File: config.mk
export PLATFORM = sky130hd
export DESIGN_NAME = pfce_host
export DESIGN_NICKNAME = d
export VERILOG_FILES = /design/src/rtl/pfce_pkg.sv /design/src/rtl/pfce_host.sv
export SDC_FILE = /design/constraint.sdc
export NUM_CORES = 1
export LEC_CHECK = 0
export BUFFER_PORTS_ARGS = -buffer_cell sky130_fd_sc_hd__clkbuf_2
export CORE_AREA = 2 2 135 137
export DETAILED_ROUTE_END_ITERATION = 8
export DIE_AREA = 0 0 137 139
export GPL_ROUTABILITY_DRIVEN = 1
export GPL_TIMING_DRIVEN = 0
export PLACE_DENSITY_LB_ADDON = 0.12
export SYNTH_ARGS = -nofsm -noshare
export SYNTH_HDL_FRONTEND = slang
export SYNTH_SLANG_ARGS = --single-unit
File: constraint.sdc
create_clock -name clk -period 2.4 [get_ports clk]
set_input_delay 0.6 -clock clk [delete_from_list [all_inputs] [get_ports clk]]
set_output_delay 0.6 -clock clk [all_outputs]
set_load 0.05 [all_outputs]
File: src/rtl/pfce_pkg.sv
// Constants and types for the parallel flash command and erase host
package pfce_pkg;
  localparam int ADDR_W     = 19;
  localparam int DATA_W     = 16;
  localparam int CLK_NS     = 20;
  localparam int T_ACC_NS   = 70;
  localparam int T_WP_NS    = 50;
  localparam int T_RST_NS   = 500;
  localparam int T_ERASE_MS = 10000;
  // Least times round up to whole clock cycles
  localparam int RD_CYC     = (T_ACC_NS + CLK_NS - 1) / CLK_NS;
  localparam int WP_CYC     = (T_WP_NS + CLK_NS - 1) / CLK_NS;
  localparam int RST_CYC    = (T_RST_NS + CLK_NS - 1) / CLK_NS;
  localparam int TMO_CYC    = T_ERASE_MS * (1000000 / CLK_NS);

  localparam logic [ADDR_W-1:0] UNL_ADDR1 = 19'h05555;
  localparam logic [ADDR_W-1:0] UNL_ADDR2 = 19'h02aaa;
  localparam logic [7:0]        CODE_AA   = 8'haa;
  localparam logic [7:0]        CODE_55   = 8'h55;
  localparam logic [7:0]        CODE_80   = 8'h80;
  localparam logic [7:0]        CODE_A0   = 8'ha0;
  localparam logic [7:0]        CODE_CHIP = 8'h10;
  localparam logic [7:0]        CODE_SECT = 8'h30;
  localparam logic [2:0]        ERASE_LAST = 3'h5;
  localparam logic [2:0]        PROG_LAST  = 3'h3;
  localparam int                DQ_TOG     = 6;
  localparam int                DQ_A_M1    = 15;
  localparam int                NSECT      = 4;

  // Sector index: 0 boot, 1 parameter 0, 2 parameter 1, 3 main
  localparam logic [ADDR_W-1:0] SECT_BASE [NSECT] = '{19'h00000, 19'h02000, 19'h03000, 19'h04000};
  // Companions that must be erased before a sector is erased again
  localparam logic [NSECT-1:0]  COMP_MASK [NSECT] = '{4'ha, 4'h4, 4'h2, 4'h6};

  typedef enum logic [1:0] {
    PFCE_OP_READ = 2'h0,
    PFCE_OP_PROG = 2'h1,
    PFCE_OP_CHIP = 2'h2,
    PFCE_OP_SECT = 2'h3
  } pfce_op_t;

  typedef enum logic [8:0] {
    PFCE_IDLE = 9'h001,
    PFCE_RD   = 9'h002,
    PFCE_WA   = 9'h004,
    PFCE_WL   = 9'h008,
    PFCE_WH   = 9'h010,
    PFCE_WG   = 9'h020,
    PFCE_PR   = 9'h040,
    PFCE_PG   = 9'h080,
    PFCE_RST  = 9'h100
  } pfce_state_t;
endpackage

File: src/rtl/pfce_host.sv
// Host controller driving a parallel NOR flash through its pins
// Summary of operation
// - Write strobe pulses low, select low, enable high
// - Rewrite both parameters before main erased again
// - Rewrite main, parameter before boot again
// - Rewrite other parameter before one again
`timescale 1ns/1ps
module pfce_host #(
  parameter int TIMEOUT_CYC = pfce_pkg::TMO_CYC
) (
  input  wire logic                        clk,         // 50 MHz clock
  input  wire logic                        arst_n,      // Asynchronous reset
  input  wire logic                        cmd_valid,   // Command offered
  output logic                             cmd_ready,   // Command taken when idle
  input  wire logic [1:0]                  cmd_op,      // Operation code
  input  wire logic [pfce_pkg::ADDR_W:0]   cmd_addr,    // Word address, or byte address in byte mode
  input  wire logic [1:0]                  cmd_sector,  // Sector for sector erase
  input  wire logic [pfce_pkg::DATA_W-1:0] cmd_wdata,   // Program data
  input  wire logic                        cmd_hv,      // Request boot override voltage
  input  wire logic                        byte_mode,   // 1 selects byte width
  input  wire logic                        abort,       // Abort running operation
  output logic                             rsp_valid,   // One-cycle completion
  output logic [pfce_pkg::DATA_W-1:0]      rsp_rdata,   // Read data
  output logic                             rsp_error,   // Timeout or abort
  output logic                             order_warn,  // Erase order advisory
  output logic                             busy,        // Operation in progress
  output logic [pfce_pkg::ADDR_W-1:0]      fl_addr,     // Flash address pins
  output logic                             fl_ce_n,     // Chip select
  output logic                             fl_oe_n,     // Output enable
  output logic                             fl_we_n,     // Write strobe
  output logic                             fl_rst_n,    // Flash reset
  output logic                             fl_byte_n,   // Width select, low for byte
  output logic                             fl_hv_en,    // Enables 12 V on reset pin
  output logic [pfce_pkg::DATA_W-1:0]      fl_dq_o,     // Data pins out
  output logic [pfce_pkg::DATA_W-1:0]      fl_dq_oe,    // Data pins drive enable
  input  wire logic [pfce_pkg::DATA_W-1:0] fl_dq_i,     // Data pins in
  input  wire logic                        fl_ready     // Ready line level, high when idle
);
  localparam logic [31:0] TMO_LAST = 32'(TIMEOUT_CYC - 1);

  pfce_pkg::pfce_state_t               state_reg, state_next;
  logic [2:0]                          step_reg, step_next;
  logic [7:0]                          wait_reg, wait_next;
  logic [31:0]                         tmo_reg, tmo_next;
  pfce_pkg::pfce_op_t                  op_reg, op_next;
  logic [pfce_pkg::ADDR_W:0]           addr_reg, addr_next;
  logic [pfce_pkg::DATA_W-1:0]         wdata_reg, wdata_next;
  logic [1:0]                          sect_reg, sect_next;
  logic                                hv_reg, hv_next;
  logic                                prev_reg, prev_next;
  logic                                first_reg, first_next;
  logic [pfce_pkg::ADDR_W-1:0]         ao_reg, ao_next;
  logic [pfce_pkg::DATA_W-1:0]         dq_reg, dq_next;
  logic [pfce_pkg::DATA_W-1:0]         rdata_reg, rdata_next;
  logic                                rv_reg, rv_next;
  logic                                err_reg, err_next;
  logic                                warn_reg, warn_next;
  logic [pfce_pkg::NSECT-1:0]          pend_reg [pfce_pkg::NSECT];
  logic [pfce_pkg::NSECT-1:0]          pend_next [pfce_pkg::NSECT];
  logic                                wr_act, ce_act, erase_go, chip_go;
  logic [pfce_pkg::ADDR_W+pfce_pkg::DATA_W-1:0] word_nx;
  logic [2:0]                          last_step;

  // Address and data of one command cycle
  function automatic logic [pfce_pkg::ADDR_W+pfce_pkg::DATA_W-1:0] cmd_word(
    input pfce_pkg::pfce_op_t op, input logic [2:0] step, input logic [pfce_pkg::ADDR_W:0] addr,
    input logic [1:0] sect, input logic [pfce_pkg::DATA_W-1:0] wd, input logic bm);
    logic [pfce_pkg::ADDR_W-1:0] a;
    logic [7:0]                  c;
    logic                        lsb;
    a   = pfce_pkg::UNL_ADDR1;
    c   = pfce_pkg::CODE_AA;
    lsb = 1'b0;
    case (step)
      3'h1, 3'h4: begin a = pfce_pkg::UNL_ADDR2; c = pfce_pkg::CODE_55; end
      3'h2:       c = (op == pfce_pkg::PFCE_OP_PROG) ? pfce_pkg::CODE_A0 : pfce_pkg::CODE_80;
      3'h5:       if (op == pfce_pkg::PFCE_OP_CHIP)
                    c = pfce_pkg::CODE_CHIP;
                  else
                  begin
                    a = pfce_pkg::SECT_BASE[sect];
                    c = pfce_pkg::CODE_SECT;
                  end
      default:    ;
    endcase
    if (op == pfce_pkg::PFCE_OP_PROG && step == pfce_pkg::PROG_LAST)
    begin
      a   = bm ? addr[pfce_pkg::ADDR_W:1] : addr[pfce_pkg::ADDR_W-1:0];
      lsb = bm & addr[0];
      // Program data only clears bits; nothing erases the word before it is programmed
      return {a, bm ? {lsb, 7'h00, wd[7:0]} : wd};
    end
    return {a, bm ? {lsb, 7'h00, c} : {8'h00, c}};
  endfunction

  assign last_step = (op_reg == pfce_pkg::PFCE_OP_PROG) ? pfce_pkg::PROG_LAST : pfce_pkg::ERASE_LAST;
  assign word_nx   = cmd_word(op_reg, step_reg + 3'h1, addr_reg, sect_reg, wdata_reg, byte_mode);
  assign wr_act    = state_reg inside {pfce_pkg::PFCE_WA, pfce_pkg::PFCE_WL, pfce_pkg::PFCE_WH};
  assign ce_act    = wr_act | (state_reg inside {pfce_pkg::PFCE_RD, pfce_pkg::PFCE_PR});
  assign erase_go  = state_reg == pfce_pkg::PFCE_WG && step_reg == last_step && op_reg != pfce_pkg::PFCE_OP_PROG;
  assign chip_go   = erase_go && op_reg == pfce_pkg::PFCE_OP_CHIP;

  // Pin controls decode the one-hot state; no select is active in idle or reset
  assign fl_ce_n   = !ce_act;
  assign fl_oe_n   = !(state_reg inside {pfce_pkg::PFCE_RD, pfce_pkg::PFCE_PR});
  assign fl_we_n   = state_reg != pfce_pkg::PFCE_WL;
  assign fl_rst_n  = state_reg != pfce_pkg::PFCE_RST;
  assign fl_byte_n = !byte_mode;
  // Line 15 carries the low address bit in byte mode, even during reads
  assign fl_dq_oe  = byte_mode ? {ce_act, 7'h00, {8{wr_act}}} : {16{wr_act}};
  assign fl_hv_en  = hv_reg && !(state_reg inside {pfce_pkg::PFCE_IDLE, pfce_pkg::PFCE_RD,
                                                    pfce_pkg::PFCE_RST});
  assign fl_addr    = ao_reg;
  assign fl_dq_o    = dq_reg;
  assign cmd_ready  = state_reg == pfce_pkg::PFCE_IDLE;
  assign busy       = !cmd_ready;
  assign rsp_valid  = rv_reg;
  assign rsp_rdata  = rdata_reg;
  assign rsp_error  = err_reg;
  assign order_warn = warn_reg;

  always_comb
  begin
    state_next = state_reg;
    step_next  = step_reg;
    wait_next  = wait_reg;
    tmo_next   = tmo_reg;
    op_next    = op_reg;
    addr_next  = addr_reg;
    wdata_next = wdata_reg;
    sect_next  = sect_reg;
    hv_next    = hv_reg;
    prev_next  = prev_reg;
    first_next = first_reg;
    ao_next    = ao_reg;
    dq_next    = dq_reg;
    rdata_next = rdata_reg;
    rv_next    = 1'b0;
    err_next   = 1'b0;
    if (wait_reg != 8'h00)
      wait_next = wait_reg - 8'h01;
    case (state_reg)
      pfce_pkg::PFCE_IDLE:
        if (cmd_valid)
        begin
          op_next    = pfce_pkg::pfce_op_t'(cmd_op);
          addr_next  = cmd_addr;
          wdata_next = cmd_wdata;
          sect_next  = cmd_sector;
          step_next  = 3'h0;
          tmo_next   = 32'h0;
          first_next = 1'b1;
          if (pfce_pkg::pfce_op_t'(cmd_op) == pfce_pkg::PFCE_OP_READ)
          begin
            hv_next    = 1'b0;
            ao_next    = byte_mode ? cmd_addr[pfce_pkg::ADDR_W:1] : cmd_addr[pfce_pkg::ADDR_W-1:0];
            dq_next    = {byte_mode & cmd_addr[0], 15'h0000};
            wait_next  = 8'(pfce_pkg::RD_CYC);
            state_next = pfce_pkg::PFCE_RD;
          end
          else
          begin
            hv_next = cmd_hv;
            {ao_next, dq_next} = cmd_word(pfce_pkg::pfce_op_t'(cmd_op), 3'h0, cmd_addr, cmd_sector,
                                          cmd_wdata, byte_mode);
            state_next = pfce_pkg::PFCE_WA;
          end
        end
      pfce_pkg::PFCE_RD:
        if (wait_reg == 8'h01)
        begin
          rdata_next = byte_mode ? {8'h00, fl_dq_i[7:0]} : fl_dq_i;
          rv_next    = 1'b1;
          state_next = pfce_pkg::PFCE_IDLE;
        end
      pfce_pkg::PFCE_WA:
      begin
        wait_next  = 8'(pfce_pkg::WP_CYC);
        state_next = pfce_pkg::PFCE_WL;
      end
      pfce_pkg::PFCE_WL:
        if (wait_reg == 8'h01)
          state_next = pfce_pkg::PFCE_WH;
      pfce_pkg::PFCE_WH:
        state_next = pfce_pkg::PFCE_WG;
      pfce_pkg::PFCE_WG:
        if (step_reg == last_step)
        begin
          // Device starts its internal cycle after this last strobe rise
          wait_next  = 8'(pfce_pkg::RD_CYC);
          ao_next    = (op_reg == pfce_pkg::PFCE_OP_SECT) ? pfce_pkg::SECT_BASE[sect_reg] : ao_reg;
          state_next = pfce_pkg::PFCE_PR;
        end
        else
        begin
          step_next          = step_reg + 3'h1;
          {ao_next, dq_next} = word_nx;
          state_next         = pfce_pkg::PFCE_WA;
        end
      pfce_pkg::PFCE_PR:
      begin
        tmo_next = tmo_reg + 32'h1;
        if (wait_reg == 8'h01)
        begin
          prev_next  = fl_dq_i[pfce_pkg::DQ_TOG];
          first_next = 1'b0;
          state_next = pfce_pkg::PFCE_PG;
          // Done once bit 6 stops toggling and the ready line is released
          if (!first_reg && prev_reg == fl_dq_i[pfce_pkg::DQ_TOG] && fl_ready)
          begin
            rv_next    = 1'b1;
            state_next = pfce_pkg::PFCE_IDLE;
          end
        end
      end
      pfce_pkg::PFCE_PG:
      begin
        tmo_next   = tmo_reg + 32'h1;
        wait_next  = 8'(pfce_pkg::RD_CYC);
        state_next = pfce_pkg::PFCE_PR;
      end
      pfce_pkg::PFCE_RST:
        if (wait_reg == 8'h01)
        begin
          rv_next    = 1'b1;
          err_next   = 1'b1;
          state_next = pfce_pkg::PFCE_IDLE;
        end
      default:
        state_next = pfce_pkg::PFCE_IDLE;
    endcase
    // A hung operation or an abort is ended by pulsing the flash reset
    if ((abort || tmo_reg == TMO_LAST) && busy && state_reg != pfce_pkg::PFCE_RST)
    begin
      wait_next  = 8'(pfce_pkg::RST_CYC);
      hv_next    = 1'b0;
      state_next = pfce_pkg::PFCE_RST;
    end
  end

  // Advisory erase-order tracking; the erase still runs when out of order
  assign warn_next = erase_go && !chip_go && pend_reg[sect_reg] != '0;
  generate
    for (genvar s = 0; s < pfce_pkg::NSECT; s++)
    begin : g_pend
      always_comb
      begin
        pend_next[s] = pend_reg[s];
        if (chip_go)
          pend_next[s] = '0;
        else if (erase_go && sect_reg == 2'(s))
          pend_next[s] = pfce_pkg::COMP_MASK[s];
        else if (erase_go)
          pend_next[s] = pend_reg[s] & ~(4'h1 << sect_reg);
      end
      always_ff @(posedge clk or negedge arst_n)
        if (!arst_n)
          pend_reg[s] <= '0;
        else
          pend_reg[s] <= pend_next[s];
    end
  endgenerate

  always_ff @(posedge clk or negedge arst_n)
    if (!arst_n)
    begin
      state_reg <= pfce_pkg::PFCE_IDLE;
      step_reg  <= 3'h0;
      wait_reg  <= 8'h00;
      tmo_reg   <= 32'h0;
      op_reg    <= pfce_pkg::PFCE_OP_READ;
      addr_reg  <= '0;
      wdata_reg <= '0;
      sect_reg  <= 2'h0;
      hv_reg    <= 1'b0;
      prev_reg  <= 1'b0;
      first_reg <= 1'b1;
      ao_reg    <= '0;
      dq_reg    <= '0;
      rdata_reg <= '0;
      rv_reg    <= 1'b0;
      err_reg   <= 1'b0;
      warn_reg  <= 1'b0;
    end
    else
    begin
      state_reg <= state_next;
      step_reg  <= step_next;
      wait_reg  <= wait_next;
      tmo_reg   <= tmo_next;
      op_reg    <= op_next;
      addr_reg  <= addr_next;
      wdata_reg <= wdata_next;
      sect_reg  <= sect_next;
      hv_reg    <= hv_next;
      prev_reg  <= prev_next;
      first_reg <= first_next;
      ao_reg    <= ao_next;
      dq_reg    <= dq_next;
      rdata_reg <= rdata_next;
      rv_reg    <= rv_next;
      err_reg   <= err_next;
      warn_reg  <= warn_next;
    end

  a_no_contention: assert property (@(posedge clk) disable iff (!arst_n)
    !fl_oe_n |-> fl_dq_oe[14:0] == 15'h0000) else $error("data driven while flash outputs on");
  a_write_strobe: assert property (@(posedge clk) disable iff (!arst_n)
    !fl_we_n |-> !fl_ce_n && fl_oe_n && fl_dq_oe[7:0] == 8'hff) else $error("bad write strobe levels");
  a_addr_setup: assert property (@(posedge clk) disable iff (!arst_n)
    $fell(fl_we_n) |-> $past(!fl_ce_n) && $stable(fl_addr) ##1 $stable(fl_addr))
    else $error("address moved around strobe fall");
  a_data_hold: assert property (@(posedge clk) disable iff (!arst_n)
    $rose(fl_we_n) |-> $stable(fl_dq_o) && fl_dq_oe[7:0] == 8'hff && !fl_ce_n)
    else $error("data not held at strobe rise");
  a_code_upper: assert property (@(posedge clk) disable iff (!arst_n)
    $fell(fl_we_n) && op_reg != pfce_pkg::PFCE_OP_PROG |-> fl_dq_o[14:8] == 7'h00)
    else $error("command upper byte not zero");
  a_reset_hold: assert property (@(posedge clk) disable iff (!arst_n)
    $fell(fl_rst_n) |-> (!fl_rst_n && fl_ce_n && !fl_hv_en)[*8]) else $error("flash reset too short");
  a_reset_end: assert property (@(posedge clk) disable iff (!arst_n)
    $rose(fl_rst_n) |-> rsp_valid && rsp_error && cmd_ready) else $error("reset not answered");
  a_byte_idle: assert property (@(posedge clk) disable iff (!arst_n)
    byte_mode |-> fl_dq_oe[14:8] == 7'h00) else $error("byte mode drives lines 8 to 14");
  a_poll_done: assert property (@(posedge clk) disable iff (!arst_n)
    state_reg == pfce_pkg::PFCE_PR && state_next == pfce_pkg::PFCE_IDLE |-> fl_ready && !first_reg)
    else $error("completion without stable toggle");
endmodule

======== Yosys cells after proc, flatten, opt, wreduce, memory -nomap -nowiden ========
Index checks and enable logic that the tools add are counted.
cells by class
  reduce and logical (&&, ||, !) cells .... 51
  equal/unequal tests ..................... 35
  add/subtract/negate cells ............... 3
  mux-type cells .......................... 76
  order comparisons ....................... 1
  bitwise logic cells ..................... 9
  shift operators ......................... 1
operator list
  operator                                          count
  2-to-1 mux 19 bit                                 10
  2-to-1 mux 16 bit                                 7
  one-hot mux 19 bit (2 select lines)               2
  one-hot mux 9 bit (8 select lines)                1
  2-to-1 mux 35 bit                                 2
  one-hot mux 32 bit (2 select lines)               1
  2-to-1 mux 4 bit                                  14
  2-to-1 mux 8 bit                                  6
  2-to-1 mux 9 bit                                  5
  binary-select mux 19 bit (select 2 bit)           1
  adder 32 x 1 -> 32 bit (second input constant)    1
  == test 32 x 29 -> 1 bit (second input constant)  1
  2-to-1 mux 32 bit                                 1
  one-hot mux 16 bit (2 select lines)               1
  one-hot mux 8 bit (4 select lines)                1
  one-hot mux 8 bit (3 select lines)                1
  nonzero test 3 bit                                6
  AND 4 bit                                         4
  logical AND 1 bit                                 15
  2-to-1 mux 1 bit                                  12
  2-to-1 mux 3 bit                                  4
  2-to-1 mux 6 bit                                  2
  nonzero test 2 bit                                6
  AND reduction 2 bit                               5
  43 further kinds                                  67
storage, ports and cells
  word-level logic and storage cells ...... 197
  flip-flop bits (word level) ............. 165
  output and inout port bits .............. 78

======== Longest topological paths before layout ========
Gate-level depths: netlist (run 1).
  depth after elaboration ................. 10
  mapped depth ............................ 10
  mapped depth without buffers ............ 7

======== Worst setup path after synthesis (run 1) ========
No wires, ideal clock.
  path type ............................... input port to output port
  start point ............................. input byte_mode
  end point ............................... output fl_dq_oe[10] (netlist bit)
  required time ........................... 1.800 ns
  data arrival time ....................... 3.434 ns
  setup slack ............................. -1.634 ns
  path buffers ............................ 3
  stages on the path ...................... 4
  cells stage by stage .................... clkbuf_1 clkbuf_1 nor4_1 buf_4
between the ends
  word-level cells in the longest chain between the ends .. 1
RTL lines
  what                RTL line          RTL
  start: declaration  pfce_host.sv:20   input wire logic byte_mode,
  2-to-1 mux 16 bit   pfce_host.sv:110  assign fl_dq_oe = byte_mode ? {ce_act, 7'h00, {8{wr_act}}} : {16{wr_act}};
  end: declaration    pfce_host.sv:35   output logic [pfce_pkg::DATA_W-1:0] fl_dq_oe,
Every way passes these cells.

======== Worst setup path after layout (run 1) ========
  start point ............................. register state_reg[2]
  end point ............................... output fl_dq_oe[15] (netlist bit)
between the ends
  word-level cells in the longest chain between the ends .. 4
  elaborated cells on any way between the ends .. 9
  those cells by class .................... eq/ne: 5; mux: 1; bitwise: 1; reduce/logical: 2
RTL lines
  what                                                             RTL line                          RTL
  start: declaration                                               pfce_host.sv:41                   pfce_pkg::pfce_state_t state_reg, state_next;
  start signal: assignment                                         pfce_host.sv:267                  state_reg <= pfce_pkg::PFCE_IDLE;
  start signal: assignment                                         pfce_host.sv:287                  state_reg <= state_next;
  == test 9 x 3 -> 1 bit (tied with other cells)                   pfce_host.sv:98                   assign wr_act = state_reg inside {pfce_pkg::PFCE_WA, pfce_pkg::PFCE_WL, pfce_pkg::PFCE_WH};
  nonzero test 3 bit / nonzero test 2 bit (equally long branches)  pfce_host.sv:98, pfce_host.sv:99
  bitwise OR 1 bit                                                 pfce_host.sv:99                   assign ce_act = wr_act | (state_reg inside {pfce_pkg::PFCE_RD, pfce_pkg::PFCE_PR});
  2-to-1 mux 16 bit *                                              pfce_host.sv:110
Every way passes the cells marked *; elsewhere a longest branch is shown, timed or not.

==> impl_metrics.ini, run 1 <==
[power]
design_power_total_mw = 12.42
power.leakage_nw = 5.704
p_per_area_nw_per_um2 = 996.9
peakVddDrop_mv = 1.232

[sta]
drv_slew = 0
rsz0062_at_grt = yes
worst_pin_slew_ps = 1060
finalSetupTns_ps = -11820
finalClockSkew_ps = 15.66
fmax_mhz = 338.1
finalCriticalPeriod_ps = 2957
setup_ws_ps = -557.5
relSlewSlack_pct = 29.31
fin_crit_sh_pct = 123.2
final-setup-viol-count = 56
hold_viol = 0
whs_ps = 170.3

[detailed_routing]
vias = 8731
wire_per_inst_um = 19.74
drtPass1Iterations = 5
drtIter0Drc = 699
route.detailed.drc = 0
wl_um = 28560
routed_via_density = 6.034
antenna_left = 0

[setup_path]
cp-start-kind = register
end_kind = output pin
cp_slowest_cell = or4_4
cp.required_ps = 1800
crit_path_frequent_cell = or4_4
path_cells = or4_4, or4_4, nand2_8, a21o_4, clkbuf_16
cp_slowest_stage_delay_ps = 550
arrival_ps = 2360
cp_max_fo = 4
crit_type = register to output pin

[clock_network]
cts_buffer_depth = 2
cts-htree-levels = 4
cts_root_buffer = clkbuf_16
clk_latency_ps = 450
cts_buffers = 17
cts_tree = built
cts_sinks = 165
clkTransAtPathRegs_ps = 70
postCtsHoldBufs = 0

[grt]
grt_pass1_wl_um = 43170
grt_max_degree = 92
grt_util_all_layers_pct = 28.76
antenna_found_initial = 0
grt_overflow_total = 0
grt_pass1_vias = 8224

[hold_path]
holdCritPathClass = primary input to asynchronous set/reset pin

[synthesis]
synth_edf_count = 0
ys_ff_latch = 165
synth_top_area_cell = dfrtp_1
yosysMostFrequentCell = nand2_1
synth.net_count = 1050
yosys_warnings = 0
netlist_area_sq_um = 8954
netlist_instances = 976
synth_area_per_cell_sq_um = 9.174
synth_top_area_share_pct = 45.56
netlist_top_cells_count = 188 x nand2_1, 163 x dfrtp_1, 65 x a21oi_1, 48 x clkbuf_1, 47 x o21ai_0
seq_area_frac_synth_pct = 46.14
yosysUniqueCellTypes = 63
async_flop_share_pct = 100.0
synth_ff_type = dfrtp_1
synth_area_leaders = dfrtp_1 46%, nand2_1 7.9%, mux2i_1 4.5%, a21oi_1 3.6%, mux2_2 2.8%

[floorplan]
die_h_um = 139
die_x_um = 137
ioPinCount = 141
core.rowCount = 49
dieArea_sq_um = 19040
initial_core_util_pct = 50.71
core_sq_um = 17660

[placed_design]
place.gp.congestion = 0.9530
dp_cells = 1345
place_ws_ps = -705.6
port_buffers = 139
hpwl_um = 18290

[run_status]
violations = setup timing
status = complete, but fails checks

[layout]
insertedDiodeCount = 0
nFillCells = 1303
instances_no_fill = 1447
drive_gt1_share_pct = 35.06
multi_input_area_sq_um = 5039
nNetsFinal = 1279
seq_area_sq_um = 4134
syn_to_final_growth_pct = 39.18
largest_reg_flops = 32

[run]
drv_cap = 0
through the flow:
| stage | utilization (%) | area (sq um) |
|---|---|---|
| after floorplan | - | 9047 |
| final | 70.58 | 12460 |
| after detailed placement | 57.01 | 10070 |
| after global placement | 56.80 | 10030 |
| after CTS | 65.74 | 11610 |
| after global routing | 70.58 | 12460 |
repair_timing:
action / CTS / global route
pin swaps: 12 / 50
setup buffers: 33 / 41
resized for setup: 146 / 149
gates cloned: 0 / 2
endpoints found under the hold margin: 0 / 0
endpoints found under the setup margin: 178 / 148
critical path: cells and delay by family, from the launching register on:
kind	cells	cell delay [ps]
compound gates	1	120
flops	1	470
buf+inv	1	150
simple gates	3	1170
cells in the final DEF (no fill, tap or decap), types with 7 or more instances in the layout:
cell	n
clkbuf_2	120
clkbuf_1	18
nor3_1	18
or4_1	8
nand2_1	183
nand4_1	14
nor4_1	7
dfrtp_1	161
a31oi_1	11
a21boi_0	11
a21oi_2	13
inv_1	21
clkbuf_4	7
nor2_1	26
xnor2_1	10
or3_1	10
clkbuf_8	12
buf_6	31
o21ai_0	46
a21oi_1	51
o2bb2ai_1	8
a2bb2oi_1	8
o22ai_1	8
nor3_4	7
o211ai_1	8
nor4_4	7
buf_8	12
ha_1	11
buf_4	65
o31ai_1	11
and3_1	9
or4_4	13
mux2_2	22
mux2i_1	39
nand3_1	29
a22o_1	10
clkbuf_16	25
xor2_1	7
layer usage:
metal	wire length (um)	GRT usage, %
met1	11830	39.73
met2	13580	43.65
met3	2320	7.675
met4	827	10.04
met5	0	0
worst paths after layout:
check / to / from / depth (start not counted) / slack (ps)
max in group asynchronous: rsp_rdata[7] / arst_n / 2 / 1350
hold reg to reg: wdata_reg[10] / wdata_reg[10] / 2 / 470
setup / recovery: fl_dq_oe[15] / state_reg[2] / 5 / -560
hold / removal: pend_reg[12] / arst_n / 1 / 170
min in group clk: wdata_reg[10] / cmd_wdata[10] / 3 / 340
setup reg to reg: fl_addr[8] / state_reg[8] / 12 / -180
area by class of cell:
type / count / share of cell area [%]
Tap cell: 229 / 2.299
Multi-Input combinational cell: 711 / 40.43
Timing Repair Buffer: 215 / 13.71
Clock buffer: 17 / 3.414
Clock inverter: 15 / 1.697
Sequential cell: 165 / 33.17
Buffer: 70 / 4.418
Inverter: 25 / 0.8534
power breakdown:
part	switching [mW]	total, mW	internal [mW]	leakage, nW
sequential	0.500	3.95	3.45	2.12
clock	1.45	2.90	1.45	0.305
combinational	3.54	5.58	2.03	3.27
total	5.49	12.4	6.93	5.70
logic make-up (layout without fill, tap and decap cells):
| logic type | after synthesis | count (layout) | share of synthesized area, % |
|---|---|---|---|
| simple gates | 392 | 392 | 21.70 |
| buf+inv | 100 | 342 | 5.031 |
| mux | 66 | 66 | 7.993 |
| flops | 165 | 165 | 46.14 |
| compound gates | 223 | 223 | 15.72 |
| fa+ha+maj | 12 | 12 | 1.649 |
| xor+xnor | 18 | 18 | 1.761 |
(Power assumes the default switching activity.)
==> run 2: changes to the inputs <==
--- a/config.mk
+++ b/config.mk
@@ -6,9 +6,9 @@
 export NUM_CORES = 1
 export LEC_CHECK = 0
 export BUFFER_PORTS_ARGS = -buffer_cell sky130_fd_sc_hd__clkbuf_2
-export CORE_AREA = 2 2 135 137
+export CORE_AREA = 4 4 137 139
 export DETAILED_ROUTE_END_ITERATION = 8
-export DIE_AREA = 0 0 137 139
+export DIE_AREA = 0 0 141 143
 export GPL_ROUTABILITY_DRIVEN = 1
 export GPL_TIMING_DRIVEN = 0
 export PLACE_DENSITY_LB_ADDON = 0.12
==> run 2 against run 1 <==
Fmax rose by 0.45%; core utilization fell by 1.2 points; sequential share of layout area rose by 0.58 points; register-to-register slack improved by 70 ps; combinational power fell by 2%; the flow still finishes with violations (setup timing); non-clock buffer count fell by 5; first-iteration DRC count rose by 10%; highest routed layer unchanged; flip-flop and latch count did not move; die area rose by 5.9%; hold slack got worse by 42 ps.
==> impl_metrics.ini, run 2 (synthesis gave the netlist of run 1 again) <==
[run_status]
status = complete, but fails checks
violations = setup timing

[floorplan]
core_sq_um = 17660
ioPinCount = 141
die_x_um = 141
initial_core_util_pct = 50.71
dieArea_sq_um = 20160
core.rowCount = 49
die_h_um = 143

[grt]
grtUsageMet3_pct = 8.272
grt_pass1_vias = 8250
grt_pass1_wl_um = 43700
antenna_found_initial = 0
grt.busiest_layer = met2
grt_util_all_layers_pct = 27.25
use_met2_pct = 42.14
grt_overflow_total = 0
grt_max_degree = 114
gr-usage-met1_pct = 37.59

[layout]
instances_no_fill = 1442
syn_to_final_growth_pct = 36.79
nFillCells = 1348
layout_common_cells = 182 x nand2_1, 161 x dfrtp_1, 122 x clkbuf_2, 62 x a21oi_1, 60 x buf_4
insertedDiodeCount = 0
fin_util_pct = 69.37
nNetsFinal = 1274
largest_reg_flops = 32
drive_gt1_share_pct = 32.73
layout_commonest_cell = nand2_1

[sta]
fin_crit_sh_pct = 122.7
whs_ps = 128.5
setup_ws_ps = -544.3
worst_pin_slew_ps = 792.0
finalClockSkew_ps = 15.17
hold_viol = 0
finalCriticalPeriod_ps = 2944
final-setup-viol-count = 60
rsz0062_at_grt = yes
relSlewSlack_pct = 47.20
fmax_mhz = 339.6
drv_slew = 0

[power]
power.leakage_nw = 5.637
comb_power_share_pct = 44.6
power.internal_mw = 6.914
swShare_pct = 43.50
power_frac_seq_pct = 32.2
peakVddDrop_mv = 0.9470
p_sw_mw = 5.323
design_power_total_mw = 12.24
p_clk_share_pct = 23.2
p_per_area_nw_per_um2 = 999.1

[setup_path]
arrival_ps = 2340
cp_slowest_cell = or4_4
cp_max_fo = 5
cp.required_ps = 1800
crit_path_start = state_reg[0]
cp_slowest_stage_delay_ps = 560
path_cells = or4_4, or4_4, nand2_8, a21o_4, clkbuf_16
crit_type = register to output pin
cp-start-kind = register
r2r_start = state_reg[8]
crit_path_frequent_cell = or4_4
end_kind = output pin

[clock_network]
cts_root_buffer = clkbuf_16
cts-htree-levels = 4
cts_buffers = 17
cts_sinks = 165
cts_tree = built
clk_latency_ps = 430
cts_buffer_depth = 2
clkTransAtPathRegs_ps = 70

[run]
drv_cap = 0

[placed_design]
place.gp.congestion = 0.9393
port_buffers = 139
dp_cells = 1345
hpwl_um = 18850

[detailed_routing]
drtIter0Drc = 772
route.detailed.drc = 0
routed_via_density = 5.934
antenna_left = 0
wl_um = 28380
drtPass1Iterations = 6
wire_per_inst_um = 19.68
vias = 8557

[hold_path]
holdCritPathClass = primary input to asynchronous set/reset pin
## run 2: final timing paths
path / end / slack [ps] / depth (start not counted)
max: fl_dq_oe[15] / -540 / 5
min: pend_reg[7] / 130 / 1
max reg2reg: fl_addr[18] / -110 / 11
min reg2reg: wdata_reg[8] / 470 / 2
max in group asynchronous: state_reg[2] / 1340 / 2
min in group clk: wdata_reg[11] / 360 / 3
## run 2: power by group through the flow
| stage | combinational [mW] | sequential, mW | clock [mW] |
|---|---|---|---|
| final | 5.46 | 3.94 | 2.84 |
| after global routing | 5.82 | 4.02 | 3.01 |
| after floorplan | 2.48 | 4.74 | 0 |
| after detailed placement | 4.53 | 3.96 | 0 |
| after CTS | 4.98 | 3.92 | 2.88 |
| after global placement | 4.47 | 3.93 | 0 |
## run 2: cell type report
type	instances	area (sq um)	share of cell area, %
Tap cell	229	286.5	2.339
Timing Repair Buffer	207	1664	13.59
Buffer	73	561.8	4.587
Clock buffer	17	425.4	3.473
Multi-Input combinational cell	711	4878	39.83
Sequential cell	165	4134	33.75
Clock inverter	15	193.9	1.583
Inverter	25	103.9	0.8479
## run 2: metrics by stage
step           worst slack (ps)  area, sq um  TNS [ps]
3_5_place_dp             -800.1        10070    -74070
4_1_cts                  -499.8        11540    -12840
3_3_place_gp              -2352        10030   -454850
2_1_floorplan            -298.5         9047     -3311
6_report                 -544.3        12250    -11290
5_1_grt                  -574.6        12250    -15320
## run 2: repair_timing
action | CTS | global route
endpoints found under the setup margin | 175 | 144
gates resized for setup | 142 | 124
cloned | 0 | 1
pin swaps | 14 | 29
setup buffers | 27 | 40
hold buffers | 0 | 0
## run 2: metal layers
| layer | part of all wire (%) | wire, um |
|---|---|---|
| met1 | 43 | 12140 |
| met2 | 47 | 13290 |
| met3 | 8.3 | 2352 |
| met4 | 2.1 | 593 |
| met5 | 0 | 0 |
## run 2: critical path, delay by kind of cell, from the launching register on
kind / cells / cell delay (ps)
buffers and inverters: 1 / 150
and+or+nand+nor: 3 / 1230
DFF: 1 / 420
AOI/OAI and AO/OA: 1 / 130
==> run 3: changes to the inputs <==
--- a/config.mk
+++ b/config.mk
@@ -11,6 +11,7 @@
 export DIE_AREA = 0 0 141 143
 export GPL_ROUTABILITY_DRIVEN = 1
 export GPL_TIMING_DRIVEN = 0
+export MAX_ROUTING_LAYER = met4
 export PLACE_DENSITY_LB_ADDON = 0.12
 export SYNTH_ARGS = -nofsm -noshare
 export SYNTH_HDL_FRONTEND = slang
==> run 3 against run 2 <==
The flow still finishes with violations (setup timing); sequential share of layout area up 0.12 points; largest power group unchanged; wire length down 2.9%; critical path type unchanged; highest routed layer unchanged; sequential power about the same.
==> impl_metrics.ini, run 3 (synthesis gave the netlist of run 1 again) <==
[sta]
drv_slew = 0
relSlewSlack_pct = 46.98
rsz0062_at_grt = yes
finalSetupTns_ps = -12510
finalCriticalPeriod_ps = 2990
fmax_mhz = 334.5
worst_pin_slew_ps = 795.3
finalClockSkew_ps = 15.99
setup_ws_ps = -589.8
final-setup-viol-count = 84
hold_viol = 0
fin_crit_sh_pct = 124.6

[layout]
drive_gt1_share_pct = 31.72
nNetsFinal = 1259
nFillCells = 1355
instances_no_fill = 1427
layout_commonest_cell = nand2_1
insertedDiodeCount = 0
syn_to_final_growth_pct = 36.28
layout_common_cells = 184 x nand2_1, 162 x dfrtp_1, 120 x clkbuf_2, 63 x a21oi_1, 54 x buf_4
largest_reg_flops = 32
design_area_sq_um = 12200

[clock_network]
cts_root_buffer = clkbuf_16
cts_tree = built
cts_buffer_depth = 2
clkTransAtPathRegs_ps = 80
clk_latency_ps = 450
postCtsHoldBufs = 0
cts_sinks = 165
cts-htree-levels = 4
cts_buffers = 17

[setup_path]
cp_slowest_cell = nor4b_1
cp_slowest_stage_delay_ps = 500
r2r_end = addr_reg[5]
cp-start-kind = register
cp_max_fo = 8
ff2ff_path_depth = 9
crit_type = register to output pin
r2r_start = state_reg[3]
rrSetupSlack_ps = -100
path_cells = buf_6, nor4b_1, and3_1, buf_2, inv_1, clkbuf_4
crit_buf_inv = 4
arrival_ps = 2390
cp.required_ps = 1800
end_kind = output pin
path_delay_family = simple AND/OR/NAND/NOR gates

[grt]
grt_util_all_layers_pct = 28.22
grt_pass1_wl_um = 43520
grt_max_degree = 112
grt_overflow_total = 0
antenna_found_initial = 0
grt_pass1_vias = 8162

[floorplan]
core.rowCount = 49
ioPinCount = 141
initial_core_util_pct = 50.71
die_h_um = 143
core_sq_um = 17660
die_x_um = 141
dieArea_sq_um = 20160

[run_status]
violations = setup timing
status = complete, but fails checks

[detailed_routing]
antenna_left = 0
route.detailed.drc = 0
routed_via_density = 5.886
wire_per_inst_um = 19.31
wl_um = 27550
vias = 8399
drtPass1Iterations = 7
drtIter0Drc = 725

[placed_design]
place_ws_ps = -798.8
hpwl_um = 18860
post_dp_cell_area_sq_um = 10070
place.gp.congestion = 0.9684
port_buffers = 139
dp_cells = 1345

[run]
drv_cap = 0

[power]
p_per_area_nw_per_um2 = 995.0
design_power_total_mw = 12.14
power.leakage_nw = 5.562
peakVddDrop_mv = 0.7433

[hold_path]
holdCritPathClass = primary input to asynchronous set/reset pin
run 3: cell types whose count changed in the layout (fill, tap and decap cells not counted), moves of 4 or more:
| cell | delta |
|---|---|
| clkbuf_8 | -4 |
| clkbuf_16 | +7 |
| buf_8 | -7 |
| buf_2 | -4 |
| buf_4 | -6 |
| clkbuf_4 | +8 |
| buf_6 | -7 |
| a31oi_4 | +4 |
run 3: routing by layer:
metal / part of all wire (%) / up-vias / global-route usage, %
met3: 6.9 / 56 / 6.296
li1: - / 3937 / -
met2: 47 / 314 / 43.35
met5: 0 / - / -
met4: 2.6 / 0 / 8.618
met1: 44 / 4092 / 37.71
run 3: layout make-up:
cell class	instances	area, sq um	area share, %
well taps	229	286.5	2.348
flip-flops and latches	165	4133	33.87
multi-input cells	711	4898	40.15
clock inverters	15	191.4	1.569
inverters	25	103.9	0.8511
clock buffers	17	425.4	3.486
repair buffers	196	1617	13.25
plain buffers	69	546.8	4.481
run 3: stage by stage:
step / hold WS [ps] / util, %
2_1_floorplan: 304.4 / -
3_3_place_gp: 450.6 / 56.80
3_5_place_dp: 457.8 / 57.01
4_1_cts: 128.1 / 66.90
5_1_grt: 148.8 / 69.10
6_report: 114.1 / 69.10
run 3: power by group:
group          switching, mW  total [mW]  internal, mW
Sequential             0.480        3.93          3.45
Combinational           3.46        5.37          1.91
Clock                   1.40        2.84          1.44
run 3: how the worst max path moves through the flow:
stage	startpoint	endpoint	slack (ps)	depth (start not counted)
after floorplan	state_reg[8]	fl_dq_oe[10]	-300	5
after detailed placement	state_reg[6]	tmo_reg[6]	-800	6
after global placement	arst_n	wdata_reg[14]	-2370	1
after CTS	state_reg[1]	fl_dq_oe[15]	-520	5
final	state_reg[3]	busy	-590	6
after global routing	state_reg[1]	fl_dq_oe[15]	-570	5
run 3: what timing repair did:
item,4_1_cts,5_1_grt
hold endpoints to repair,0,0
resized for setup,174,69
cloned,0,0
endpoints found under the setup margin,178,154
pin swaps,22,20
setup buffers,35,22
